**src/verilog/supervisor_regs.svh**
```systemverilog
// supervisor_regs.svh: timing constants and polarities of the supply supervisor
// assumes a 100 MHz system clock; included by its bare name
`ifndef SUPERVISOR_REGS_SVH
`define SUPERVISOR_REGS_SVH

`define SUP_CLK_PERIOD_NS      10
`define SUP_RESET_PULSE_MS     200
`define SUP_KICK_TIMEOUT_MS    1000
`define SUP_PUSHBUTTON_MIN_NS  150
`define SUP_KICK_PULSE_HV_NS   50
`define SUP_KICK_PULSE_LV_NS   100
`define SUP_AUX_FILTER_US      20
`define SUP_NS_PER_MS          1000000
`define SUP_NS_PER_US          1000
`define SUP_CNT_W              27
`define SUP_DBNC_W             8
`define SUP_LEVEL_ASSERTED     1'b0
`define SUP_LEVEL_RELEASED     1'b1
`define SUP_CNT_ZERO           27'h0000000
`define SUP_CNT_ONE            27'h0000001
`define SUP_DBNC_ZERO          8'h00
`define SUP_DBNC_ONE           8'h01
`define SUP_DBNC_TWO           8'h02

`endif

```
**src/verilog/supervisor_pkg.sv**
```systemverilog
// supervisor_pkg.sv: types shared by the supervisor design
// assumes supervisor_regs.svh for all numeric constants
package supervisor_pkg;

    // reset sequencer states
    typedef enum logic [1:0] {
        st_hold    = 2'b00,
        st_delay   = 2'b01,
        st_running = 2'b10
    } reset_state_t;

endpackage

```
**src/verilog/level_filter.sv**
```systemverilog
// level_filter.sv: three-stage synchroniser followed by a persistence filter
// assumes an asynchronous input and a single system clock
`timescale 1ns/1ps
`default_nettype none
`include "supervisor_regs.svh"

module level_filter #(
    parameter logic [7:0] HOLD_CYCLES = 8'h01,
    parameter logic       INIT_LEVEL  = 1'b1
) (
    input  wire logic i_clk_sys,
    input  wire logic i_rst_n,
    input  wire logic i_async,
    output logic      o_level
);
    logic       sync1;
    logic       sync2;
    logic       sync3;
    logic [7:0] run_cnt;
    logic [7:0] next_run_cnt;
    logic       next_level;

    // a candidate level must persist HOLD_CYCLES before it is taken;
    // stages 2 and 3 agree one cycle less than the pulse lasts, hence the extra count
    always_comb
    begin
        next_run_cnt = `SUP_DBNC_ZERO;
        next_level   = o_level;
        if (sync2 == sync3 && sync3 != o_level)
        begin
            if (run_cnt + `SUP_DBNC_TWO >= HOLD_CYCLES)
                next_level = sync3;
            else
                next_run_cnt = run_cnt + `SUP_DBNC_ONE;
        end
    end

    // sync1 feeds sync2 only
    always_ff @(posedge i_clk_sys)
    begin
        if (!i_rst_n)
        begin
            sync1   <= INIT_LEVEL;
            sync2   <= INIT_LEVEL;
            sync3   <= INIT_LEVEL;
            run_cnt <= `SUP_DBNC_ZERO;
            o_level <= INIT_LEVEL;
        end
        else
        begin
            sync1   <= i_async;
            sync2   <= sync1;
            sync3   <= sync2;
            run_cnt <= next_run_cnt;
            o_level <= next_level;
        end
    end
endmodule
`default_nettype wire

```
**src/verilog/supply_supervisor_reset_watchdog.sv**
```systemverilog
// supply_supervisor_reset_watchdog.sv: reset sequencer, aux fail filter, watchdog
// assumes comparator results arrive as digital levels; i_rst_n is supply-good
`timescale 1ns/1ps
`default_nettype none
`include "supervisor_regs.svh"

module supply_supervisor_reset_watchdog
    import supervisor_pkg::*;
#(
    parameter int RESET_PULSE_CYCLES =
        `SUP_RESET_PULSE_MS * (`SUP_NS_PER_MS / `SUP_CLK_PERIOD_NS),
    parameter int KICK_TIMEOUT_CYCLES =
        `SUP_KICK_TIMEOUT_MS * (`SUP_NS_PER_MS / `SUP_CLK_PERIOD_NS),
    parameter int AUX_FILTER_CYCLES =
        `SUP_AUX_FILTER_US * (`SUP_NS_PER_US / `SUP_CLK_PERIOD_NS),
    parameter bit LOW_VOLTAGE_VARIANT = 1'b0
) (
    input  wire logic i_clk_sys,
    input  wire logic i_rst_n,
    input  wire logic i_supply_ok,
    input  wire logic i_pushbutton_reset_n,
    input  wire logic i_kick_input,
    input  wire logic i_kick_floating,
    input  wire logic i_aux_supply_sense,
    output logic      o_sys_reset_n,
    output logic      o_sys_reset,
    output logic      o_sys_reset_opendrain_n_o,
    output logic      o_sys_reset_opendrain_n_oe,
    output logic      o_kick_timeout_n,
    output logic      o_aux_supply_fail_n
);
    // *****************************************************************
    // derived cycle counts
    // *****************************************************************
    // least times round up to whole cycles
    localparam logic [7:0] PB_CYCLES = 8'((`SUP_PUSHBUTTON_MIN_NS
        + `SUP_CLK_PERIOD_NS - 1) / `SUP_CLK_PERIOD_NS);
    localparam int KICK_NS = LOW_VOLTAGE_VARIANT ? `SUP_KICK_PULSE_LV_NS
                                                 : `SUP_KICK_PULSE_HV_NS;
    localparam logic [7:0] KICK_CYCLES = 8'((KICK_NS + `SUP_CLK_PERIOD_NS - 1)
        / `SUP_CLK_PERIOD_NS);
    localparam logic [26:0] RST_LAST  = 27'(RESET_PULSE_CYCLES - 1);
    localparam logic [26:0] KICK_LAST = 27'(KICK_TIMEOUT_CYCLES - 1);
    localparam logic [7:0]  AUX_HOLD  = 8'(AUX_FILTER_CYCLES);

    // *****************************************************************
    // input conditioning
    // *****************************************************************
    logic supply_ok;
    logic pushbutton_n;
    logic kick_level;
    logic kick_floating;
    logic aux_ok;

    // supply comparator: short persistence so a single-cycle glitch is not a brownout
    level_filter #(.HOLD_CYCLES(`SUP_DBNC_ONE), .INIT_LEVEL(1'b0)) u_supply (
        .i_clk_sys (i_clk_sys),
        .i_rst_n   (i_rst_n),
        .i_async   (i_supply_ok),
        .o_level   (supply_ok)
    );

    // pushbutton debounce
    level_filter #(.HOLD_CYCLES(PB_CYCLES), .INIT_LEVEL(1'b1)) u_pushbutton (
        .i_clk_sys (i_clk_sys),
        .i_rst_n   (i_rst_n),
        .i_async   (i_pushbutton_reset_n),
        .o_level   (pushbutton_n)
    );

    // kick input; filter length sets the shortest pulse still seen
    level_filter #(.HOLD_CYCLES(KICK_CYCLES), .INIT_LEVEL(1'b0)) u_kick (
        .i_clk_sys (i_clk_sys),
        .i_rst_n   (i_rst_n),
        .i_async   (i_kick_input),
        .o_level   (kick_level)
    );

    // tri-state detector result
    level_filter #(.HOLD_CYCLES(`SUP_DBNC_ONE), .INIT_LEVEL(1'b1)) u_float (
        .i_clk_sys (i_clk_sys),
        .i_rst_n   (i_rst_n),
        .i_async   (i_kick_floating),
        .o_level   (kick_floating)
    );

    // aux comparator, filtered against single event transients
    level_filter #(.HOLD_CYCLES(AUX_HOLD), .INIT_LEVEL(1'b0)) u_aux (
        .i_clk_sys (i_clk_sys),
        .i_rst_n   (i_rst_n),
        .i_async   (i_aux_supply_sense),
        .o_level   (aux_ok)
    );

    // *****************************************************************
    // reset sequencer
    // *****************************************************************
    reset_state_t rst_state;
    reset_state_t next_rst_state;
    logic [26:0]  rst_cnt;
    logic [26:0]  next_rst_cnt;
    logic         hold_cond;

    // any low supply or pressed button holds reset and restarts the delay
    assign hold_cond = !supply_ok || !pushbutton_n;

    always_comb
    begin
        next_rst_state = rst_state;
        next_rst_cnt   = rst_cnt;
        unique case (rst_state)
            st_hold:
            begin
                next_rst_cnt = `SUP_CNT_ZERO;
                if (!hold_cond)
                    next_rst_state = st_delay;
            end
            st_delay:
            begin
                if (hold_cond)
                begin
                    next_rst_state = st_hold;
                    next_rst_cnt   = `SUP_CNT_ZERO;
                end
                else if (rst_cnt >= RST_LAST)
                    next_rst_state = st_running;
                else
                    next_rst_cnt = rst_cnt + `SUP_CNT_ONE;
            end
            st_running:
            begin
                next_rst_cnt = `SUP_CNT_ZERO;
                if (hold_cond)
                    next_rst_state = st_hold;
            end
            default:
            begin
                next_rst_state = st_hold;
                next_rst_cnt   = `SUP_CNT_ZERO;
            end
        endcase
    end

    // reset pin low from the first edge
    always_ff @(posedge i_clk_sys)
    begin
        if (!i_rst_n)
        begin
            rst_state <= st_hold;
            rst_cnt   <= `SUP_CNT_ZERO;
        end
        else
        begin
            rst_state <= next_rst_state;
            rst_cnt   <= next_rst_cnt;
        end
    end

    // *****************************************************************
    // watchdog
    // *****************************************************************
    logic        kick_prev;
    logic        next_kick_prev;
    logic [26:0] wd_cnt;
    logic [26:0] next_wd_cnt;
    logic        wd_expired;
    logic        next_wd_expired;
    logic        wd_armed;

    assign wd_armed = (rst_state == st_running) && !kick_floating;

    always_comb
    begin
        next_kick_prev  = kick_level;
        next_wd_cnt     = wd_cnt;
        next_wd_expired = wd_expired;
        if (!wd_armed || kick_level != kick_prev)
        begin
            next_wd_cnt     = `SUP_CNT_ZERO;
            next_wd_expired = 1'b0;
        end
        else if (wd_cnt >= KICK_LAST)
            next_wd_expired = 1'b1;
        else
            next_wd_cnt = wd_cnt + `SUP_CNT_ONE;
    end

    always_ff @(posedge i_clk_sys)
    begin
        if (!i_rst_n)
        begin
            kick_prev  <= 1'b0;
            wd_cnt     <= `SUP_CNT_ZERO;
            wd_expired <= 1'b0;
        end
        else
        begin
            kick_prev  <= next_kick_prev;
            wd_cnt     <= next_wd_cnt;
            wd_expired <= next_wd_expired;
        end
    end

    // *****************************************************************
    // output registers
    // *****************************************************************
    logic next_reset_n;
    logic next_timeout_n;

    always_comb
    begin
        next_reset_n = (next_rst_state == st_running) ? `SUP_LEVEL_RELEASED
                                                      : `SUP_LEVEL_ASSERTED;
        // supply status bypasses the release delay, unlike reset
        next_timeout_n = (supply_ok && !next_wd_expired)
                         ? `SUP_LEVEL_RELEASED : `SUP_LEVEL_ASSERTED;
    end

    // reset low, high and open-drain enable switch in the same edge; open-drain data stays 0
    always_ff @(posedge i_clk_sys)
    begin
        if (!i_rst_n)
        begin
            o_sys_reset_n             <= `SUP_LEVEL_ASSERTED;
            o_sys_reset               <= 1'b1;
            o_sys_reset_opendrain_n_o <= 1'b0;
            o_sys_reset_opendrain_n_oe <= 1'b1;
            o_kick_timeout_n          <= `SUP_LEVEL_ASSERTED;
            o_aux_supply_fail_n       <= `SUP_LEVEL_ASSERTED;
        end
        else
        begin
            o_sys_reset_n              <= next_reset_n;
            o_sys_reset                <= !next_reset_n;
            o_sys_reset_opendrain_n_o  <= 1'b0;
            o_sys_reset_opendrain_n_oe <= !next_reset_n;
            o_kick_timeout_n           <= next_timeout_n;
            o_aux_supply_fail_n        <= aux_ok;
        end
    end
endmodule
`default_nettype wire
```
**config.mk**
```make
export PLATFORM = sky130hd
export DESIGN_NAME = supply_supervisor_reset_watchdog
export DESIGN_NICKNAME = d
export VERILOG_FILES = /design/src/verilog/supervisor_pkg.sv /design/src/verilog/level_filter.sv /design/src/verilog/supply_supervisor_reset_watchdog.sv
export VERILOG_INCLUDE_DIRS = /design/src /design/src/verilog
export SDC_FILE = /design/constraint.sdc
export NUM_CORES = 1
export LEC_CHECK = 0
export ABC_AREA = 1
export BUFFER_PORTS_ARGS = -buffer_cell sky130_fd_sc_hd__buf_2
export CORE_MARGIN = 4
export CORE_UTILIZATION = 57
export CTS_CLUSTER_SIZE = 25
export DETAILED_ROUTE_END_ITERATION = 8
export PLACE_DENSITY = 0.73
export SLEW_MARGIN = 40
export SYNTH_ARGS = -nofsm -noshare
export SYNTH_HDL_FRONTEND = slang
export SYNTH_SLANG_ARGS = --single-unit
```
**constraint.sdc**
```tcl
create_clock -name i_clk_sys -period 1.95 [get_ports i_clk_sys]
set_input_delay 0.0975 -clock i_clk_sys [delete_from_list [all_inputs] [get_ports i_clk_sys]]
set_output_delay 0.0975 -clock i_clk_sys [all_outputs]
set_load 0.02 [all_outputs]
```
==> impl_metrics.env, run 1 <==
export IMPL_skew_ns=0.00501
export IMPL_holdPathStages=3
export IMPL_placeableCoreArea_um2=11400
export IMPL_cts_path_max_buffers=2
export IMPL_r2r_cells=9
export IMPL_grt_usage_pct=22.6
export IMPL_die_y_um=116
export IMPL_cts_sinks=122
export IMPL_outcome="finished clean"
export IMPL_synth_most_common_cell="nand2_1"
export IMPL_antenna_found_initial=0
export IMPL_fillCellCount=1056
export IMPL_fin_crit_sh_pct=88.7
export IMPL_dieArea_um2=13500
export IMPL_rsz0062_at_grt="false"
export IMPL_n_antenna_cell=0
export IMPL_grt_max_degree=28
export IMPL_clock_latency_ns=0.42
export IMPL_hold_path_class="input pin to register"
export IMPL_synthToLayoutAreaGrowth_pct=13.1
export IMPL_final_nets=1059
export IMPL_critPathKind="register to register"
export IMPL_ys_ff_latch=122
export IMPL_via_per_inst=5.15
export IMPL_slowest_stage="dfxtp_1"
export IMPL_dp_hpwl_um=9800
export IMPL_synth_avg_cell_area_um2=6.64
export IMPL_syn_nets=1029
export IMPL_cts_buffers=17
export IMPL_path_common_cell="nand2_1"
export IMPL_async_reset_ff_share_pct=0
export IMPL_crit_arrival_ns=2.09
export IMPL_yosysTopAreaCellShare_pct=36.6
export IMPL_synth_edff_count=0
export IMPL_cts_htree_levels=4
export IMPL_yosys_top_cells_count="nand2_1 (302), nor2_1 (162), dfxtp_1 (122)"
export IMPL_placedCellCount=1154
export IMPL_gp_congestion=0.903
export IMPL_dr_first_iter_drc_count=459
export IMPL_stdcell_count=1190
export IMPL_io_pin_count=13
export IMPL_vias=6124
export IMPL_synth_cell_types=35
export IMPL_cp_required_ns=2.31
export IMPL_grt_pass1_vias=5541
export IMPL_io_buffer_count=11
export IMPL_power_leakage_nw=2.85
export IMPL_max_stage_delay_ns=0.38
export IMPL_die_x_um=116
export IMPL_yosys_warnings=0
export IMPL_antenna_left=0
export IMPL_synth_area_leaders="dfxtp_1 (37%), nand2_1 (17%), nor2_1 (9.1%)"
export IMPL_maxCapViolations=0
export IMPL_syn_area_um2=6670
export IMPL_worstPathMaxFanout=5
export IMPL_seq_area_frac_synth_pct=36.6
export IMPL_firstDrtPassIters=6
export IMPL_initial_core_util_pct=58.4
export IMPL_drv_slew=0
export IMPL_syn_inst=1005
export IMPL_grt_overflow_total=0
export IMPL_startpoint_type="register"
export IMPL_max_freq_mhz=578
export IMPL_setup_viol=0
export IMPL_crit_buf_inv=0
export IMPL_end_kind="register"
export IMPL_drive_gt1_share_pct=8.02
export IMPL_finalHoldViolations=0
export IMPL_root_buffer="clkbuf_16"
export IMPL_pwr_density_cell_nw_per_um2=749
export IMPL_wirelength_um=14200
export IMPL_synth_top_area_cell="dfxtp_1"
export IMPL_num_rows=39
export IMPL_wire_per_inst_um=11.9
export IMPL_grt_pass1_wl_um=24700
export IMPL_crit_chain="ha_1 > nand2_1 > nor2_1 > nand3_1 > nand2_1 > nand2_1 > nor2_2 > o211ai_1 > nor2_1"
export IMPL_ys_flop_type="dfxtp_1"
export IMPL_crit_family="simple AND/OR/NAND/NOR gates"
export IMPL_fin_setup_tns_ns=0
export IMPL_clk_pin_slew_worst_paths_ns=0.06
export IMPL_ir_drop_v=0.00101
export IMPL_worst_path_stages=9
export IMPL_min_period_ns=1.73
export IMPL_p_total_mw=5.65
export IMPL_cts_tree="yes"
export IMPL_drc=0
[registers in the layout, indices dropped and copies added (netlist names), 2 cells and up]
register / count
rst_cnt: 27
rst_state: 2
u_aux.run_cnt: 8
u_float.run_cnt: 8
u_kick.run_cnt: 8
u_pushbutton.run_cnt: 8
u_supply.run_cnt: 8
wd_cnt: 27
[stage by stage]
step / util (%) / setup slack, ns / hold WS, ns / area (µm²)
after detailed placement: 60.5 / 0.132 / 0.287 / 6910
final: 66.1 / 0.220 / 0.0178 / 7540
after global placement: 60.5 / 0.184 / 0.278 / 6910
after CTS: 66.0 / 0.125 / 0.00901 / 7530
after global routing: 66.1 / 0.00975 / 0.0369 / 7540
after floorplan: - / 0.186 / 0.195 / 6670
[what timing repair did]
action | CTS | global route
setup endpoints to repair | 0 | 12
endpoints found under the hold margin | 5 | 0
resized for setup | 0 | 2
hold buffers | 5 | 0
buffers inserted | 0 | 0
[per-layer routing]
metal | routed length (µm) | global-route usage [%] | part of all wire [%] | vias up
met5 | 0 | 0 | 0 | -
met4 | 244 | 8.97 | 1.7 | 0
met3 | 531 | 5.60 | 3.8 | 22
met2 | 6440 | 35.5 | 45 | 118
met1 | 6940 | 29.9 | 49 | 2733
li1 | - | - | - | 3251
[worst paths after layout]
path	from	end	slack, ns
worst max-delay path	u_pushbutton.run_cnt[2]	u_pushbutton.run_cnt[4]	0.22
worst min register to register	u_aux.sync1	u_aux.sync2	0.41
worst max register to register	u_pushbutton.run_cnt[2]	u_pushbutton.run_cnt[4]	0.22
worst min-delay path	i_rst_n	o_kick_timeout_n	0.02
[tightest hold or removal path: stages]
cell and delay, ns:
buf_2 0.11, nand2_1 0.12, a21oi_1 0.06
[power breakdown]
group | leakage (nW) | total [mW] | switching, mW | internal [mW]
clock network | 0.277 | 3.07 | 1.19 | 1.88
logic | 1.58 | 0.0577 | 0.0320 | 0.0257
registers | 0.985 | 2.52 | 0.00936 | 2.51
total | 2.85 | 5.65 | 1.23 | 4.42
[cells by family after synthesis]
family	synth area share, %
simple gates	39.1
flops	36.6
buf+inv	7.13
compound gates	6.94
xor+xnor	6.96
fa+ha+maj	3.19
other cells	0.0562
[cells in the final DEF (no fill, tap or decap), types with 3 or more instances in the layout]
| cell type | n |
|---|---|
| o21ai_0 | 11 |
| nand2_4 | 3 |
| nand3b_1 | 9 |
| xor2_1 | 36 |
| clkinv_4 | 4 |
| or2_2 | 4 |
| xnor2_1 | 17 |
| nor2_1 | 161 |
| clkbuf_16 | 17 |
| nand2_1 | 302 |
| inv_1 | 87 |
| nor3_1 | 6 |
| nand4_1 | 25 |
| buf_2 | 11 |
| nor2_2 | 4 |
| nand3_1 | 88 |
| a21oi_1 | 62 |
| dfxtp_1 | 122 |
| dlygate4sd3_1 | 5 |
| inv_2 | 4 |
| inv_6 | 3 |
| nor2_4 | 5 |
| o211ai_1 | 4 |
| buf_4 | 17 |
| ha_1 | 17 |
[layout make-up]
class	instances	area, µm²	area share [%]
Clock buffer	18	429	5.69
Clock inverter	13	146	1.94
Inverter	93	349	4.63
Multi-Input combinational cell	768	3760	49.9
Sequential cell	122	2440	32.4
Tap cell	143	179	2.37
Timing Repair Buffer	33	233	3.09
Power figures use the tool's default switching activity.
==> run 2, diff against run 1 <==
Settings changed: HOLD_SLACK_MARGIN set to 0.02.
==> run 2 against run 1 <==
Effect of this change:
- non-clock buffer count up 1
- clock power about the same
- sequential power barely moved
- via count grew 0.42%
- core utilization is 0.088 points higher
- fmax is 0.11% higher
- power hardly changed
- register-to-register slack is essentially flat
- global-route usage barely moved
- hold slack better by 0.38 ns
==> impl_metrics.env, run 2 (synthesized netlist as in run 1, its figures left out) <==
export IMPL_outcome="finished clean"
export IMPL_power_net_switching_mw=1.23
export IMPL_synthToLayoutAreaGrowth_pct=13.2
export IMPL_r2r_cells=9
export IMPL_p_total_mw=5.65
export IMPL_die_x_um=116
export IMPL_dieArea_um2=13500
export IMPL_io_pin_count=13
export IMPL_crit_family="simple AND/OR/NAND/NOR gates"
export IMPL_power_internal_mw=4.42
export IMPL_critPathKind="register to register"
export IMPL_drive_gt1_share_pct=8.02
export IMPL_startpoint_type="register"
export IMPL_placeableCoreArea_um2=11400
export IMPL_cts_sinks=122
export IMPL_vias=6150
export IMPL_cts_htree_levels=4
export IMPL_crit_chain="ha_1 > nand2_1 > nor2_1 > nand3_1 > nand2_1 > nand2_1 > nor2_2 > o211ai_1 > nor2_1"
export IMPL_fin_crit_sh_pct=88.6
export IMPL_antenna_left=0
export IMPL_grt_max_degree=28
export IMPL_crit_arrival_ns=2.08
export IMPL_post_route_util_pct=66.1
export IMPL_max_stage_delay_ns=0.38
export IMPL_final_cell_mix="nand2_1 (302), nor2_1 (161), dfxtp_1 (122), nand3_1 (88), inv_1 (87)"
export IMPL_grt_pass1_vias=5545
export IMPL_antenna_found_initial=0
export IMPL_wire_per_inst_um=11.9
export IMPL_root_buffer="clkbuf_16"
export IMPL_gp_congestion=0.903
export IMPL_worst_path_stages=9
export IMPL_clk_pin_slew_worst_paths_ns=0.06
export IMPL_fin_ws_ns=0.222
export IMPL_drc=0
export IMPL_power_share_clock_pct=54.4
export IMPL_power_frac_comb_pct=1.1
export IMPL_maxCapViolations=0
export IMPL_power_leakage_nw=2.85
export IMPL_fillCellCount=1054
export IMPL_multi_input_area_um2=3760
export IMPL_ir_drop_v=0.00101
export IMPL_final_common_cell="nand2_1"
export IMPL_crit_buf_inv=0
export IMPL_top_regs="rst_cnt (27), wd_cnt (27)"
export IMPL_n_antenna_cell=0
export IMPL_grt_overflow_total=0
export IMPL_slowest_stage="dfxtp_1"
export IMPL_end_kind="register"
export IMPL_worstPathMaxFanout=5
export IMPL_cts_tree="yes"
export IMPL_cts_buffers=17
export IMPL_finalHoldViolations=0
export IMPL_fin_setup_tns_ns=0
export IMPL_seqCellArea_um2=2440
export IMPL_die_y_um=116
export IMPL_setup_viol=0
export IMPL_via_per_inst=5.16
export IMPL_clock_latency_ns=0.42
export IMPL_cts_path_max_buffers=2
export IMPL_path_common_cell="nand2_1"
export IMPL_min_period_ns=1.73
export IMPL_max_freq_mhz=579
export IMPL_drv_slew=0
export IMPL_dr_first_iter_drc_count=456
export IMPL_grt_usage_pct=22.6
export IMPL_rsz0062_at_grt="false"
export IMPL_initial_core_util_pct=58.4
export IMPL_holdPathStages=4
export IMPL_rrSetupSlack_ns=0.22
export IMPL_wirelength_um=14200
export IMPL_place_worst_setup_slack_ns=0.132
export IMPL_pwr_share_seq_pct=44.6
export IMPL_io_buffer_count=11
export IMPL_num_rows=39
export IMPL_firstDrtPassIters=5
export IMPL_skew_ns=0.00502
export IMPL_pwr_density_cell_nw_per_um2=749
export IMPL_final_nets=1060
export IMPL_grt_pass1_wl_um=24700
export IMPL_cp_required_ns=2.31
export IMPL_hold_path_class="input pin to register"
export IMPL_swShare_pct=21.8
export IMPL_dp_hpwl_um=9800
==> run 2: tightest hold or removal path, delay by kind of cell <==
family	cells	cell delay [ns]
buf+inv	3	0.64
simple gates	1	0.05
==> run 2: what timing repair did <==
action                                  4_1_cts  5_1_grt
setup buffers                                 0        0
hold endpoints to repair                      6        0
resized for setup                             0        2
endpoints found under the setup margin        0       12
hold buffers                                  6        0
==> run 2: worst paths after layout <==
kind,startpoint,to
setup reg to reg,u_pushbutton.run_cnt[2],u_pushbutton.run_cnt[4]
hold reg to reg,u_kick.sync1,u_kick.sync2
setup / recovery,u_pushbutton.run_cnt[2],u_pushbutton.run_cnt[4]
hold / removal,i_aux_supply_sense,u_aux.sync1
==> run 2: layout make-up <==
cell class              count  area share (%)
multi-input cells         768            49.8
clock buffers              18            5.68
clock inverters            13            1.94
well taps                 143            2.37
flip-flops and latches    122            32.3
inverters                  93            4.62
repair buffers             34            3.21
==> run 2: per-layer routing <==
metal | part of all wire, % | routed length, µm | vias to the layer above | GRT usage, %
met2 | 45 | 6390 | 137 | 35.5
li1 | - | - | 3254 | -
met1 | 49 | 6910 | 2735 | 29.9
met4 | 1.7 | 246 | 0 | 8.97
met5 | 0 | 0 | - | 0
met3 | 4.3 | 613 | 24 | 5.60
==> run 2: power groups by stage <==
stage	clock, mW	sequential (mW)	combinational (mW)
6_report	3.07	2.52	0.0594
3_5_place_dp	0	2.57	0.0502
5_1_grt	3.26	2.52	0.0699
3_3_place_gp	0	2.57	0.0493
2_1_floorplan	0	2.57	0.0369
4_1_cts	3.12	2.52	0.0594
==> run 2: through the flow <==
stage	hold slack (ns)	std cells	area (µm²)
detailed placement	0.287	1154	6910
CTS	0.379	1191	7540
finish	0.397	1191	7550
global placement	0.278	1154	6910
floorplan	0.195	1005	6670
global route	0.420	1191	7550
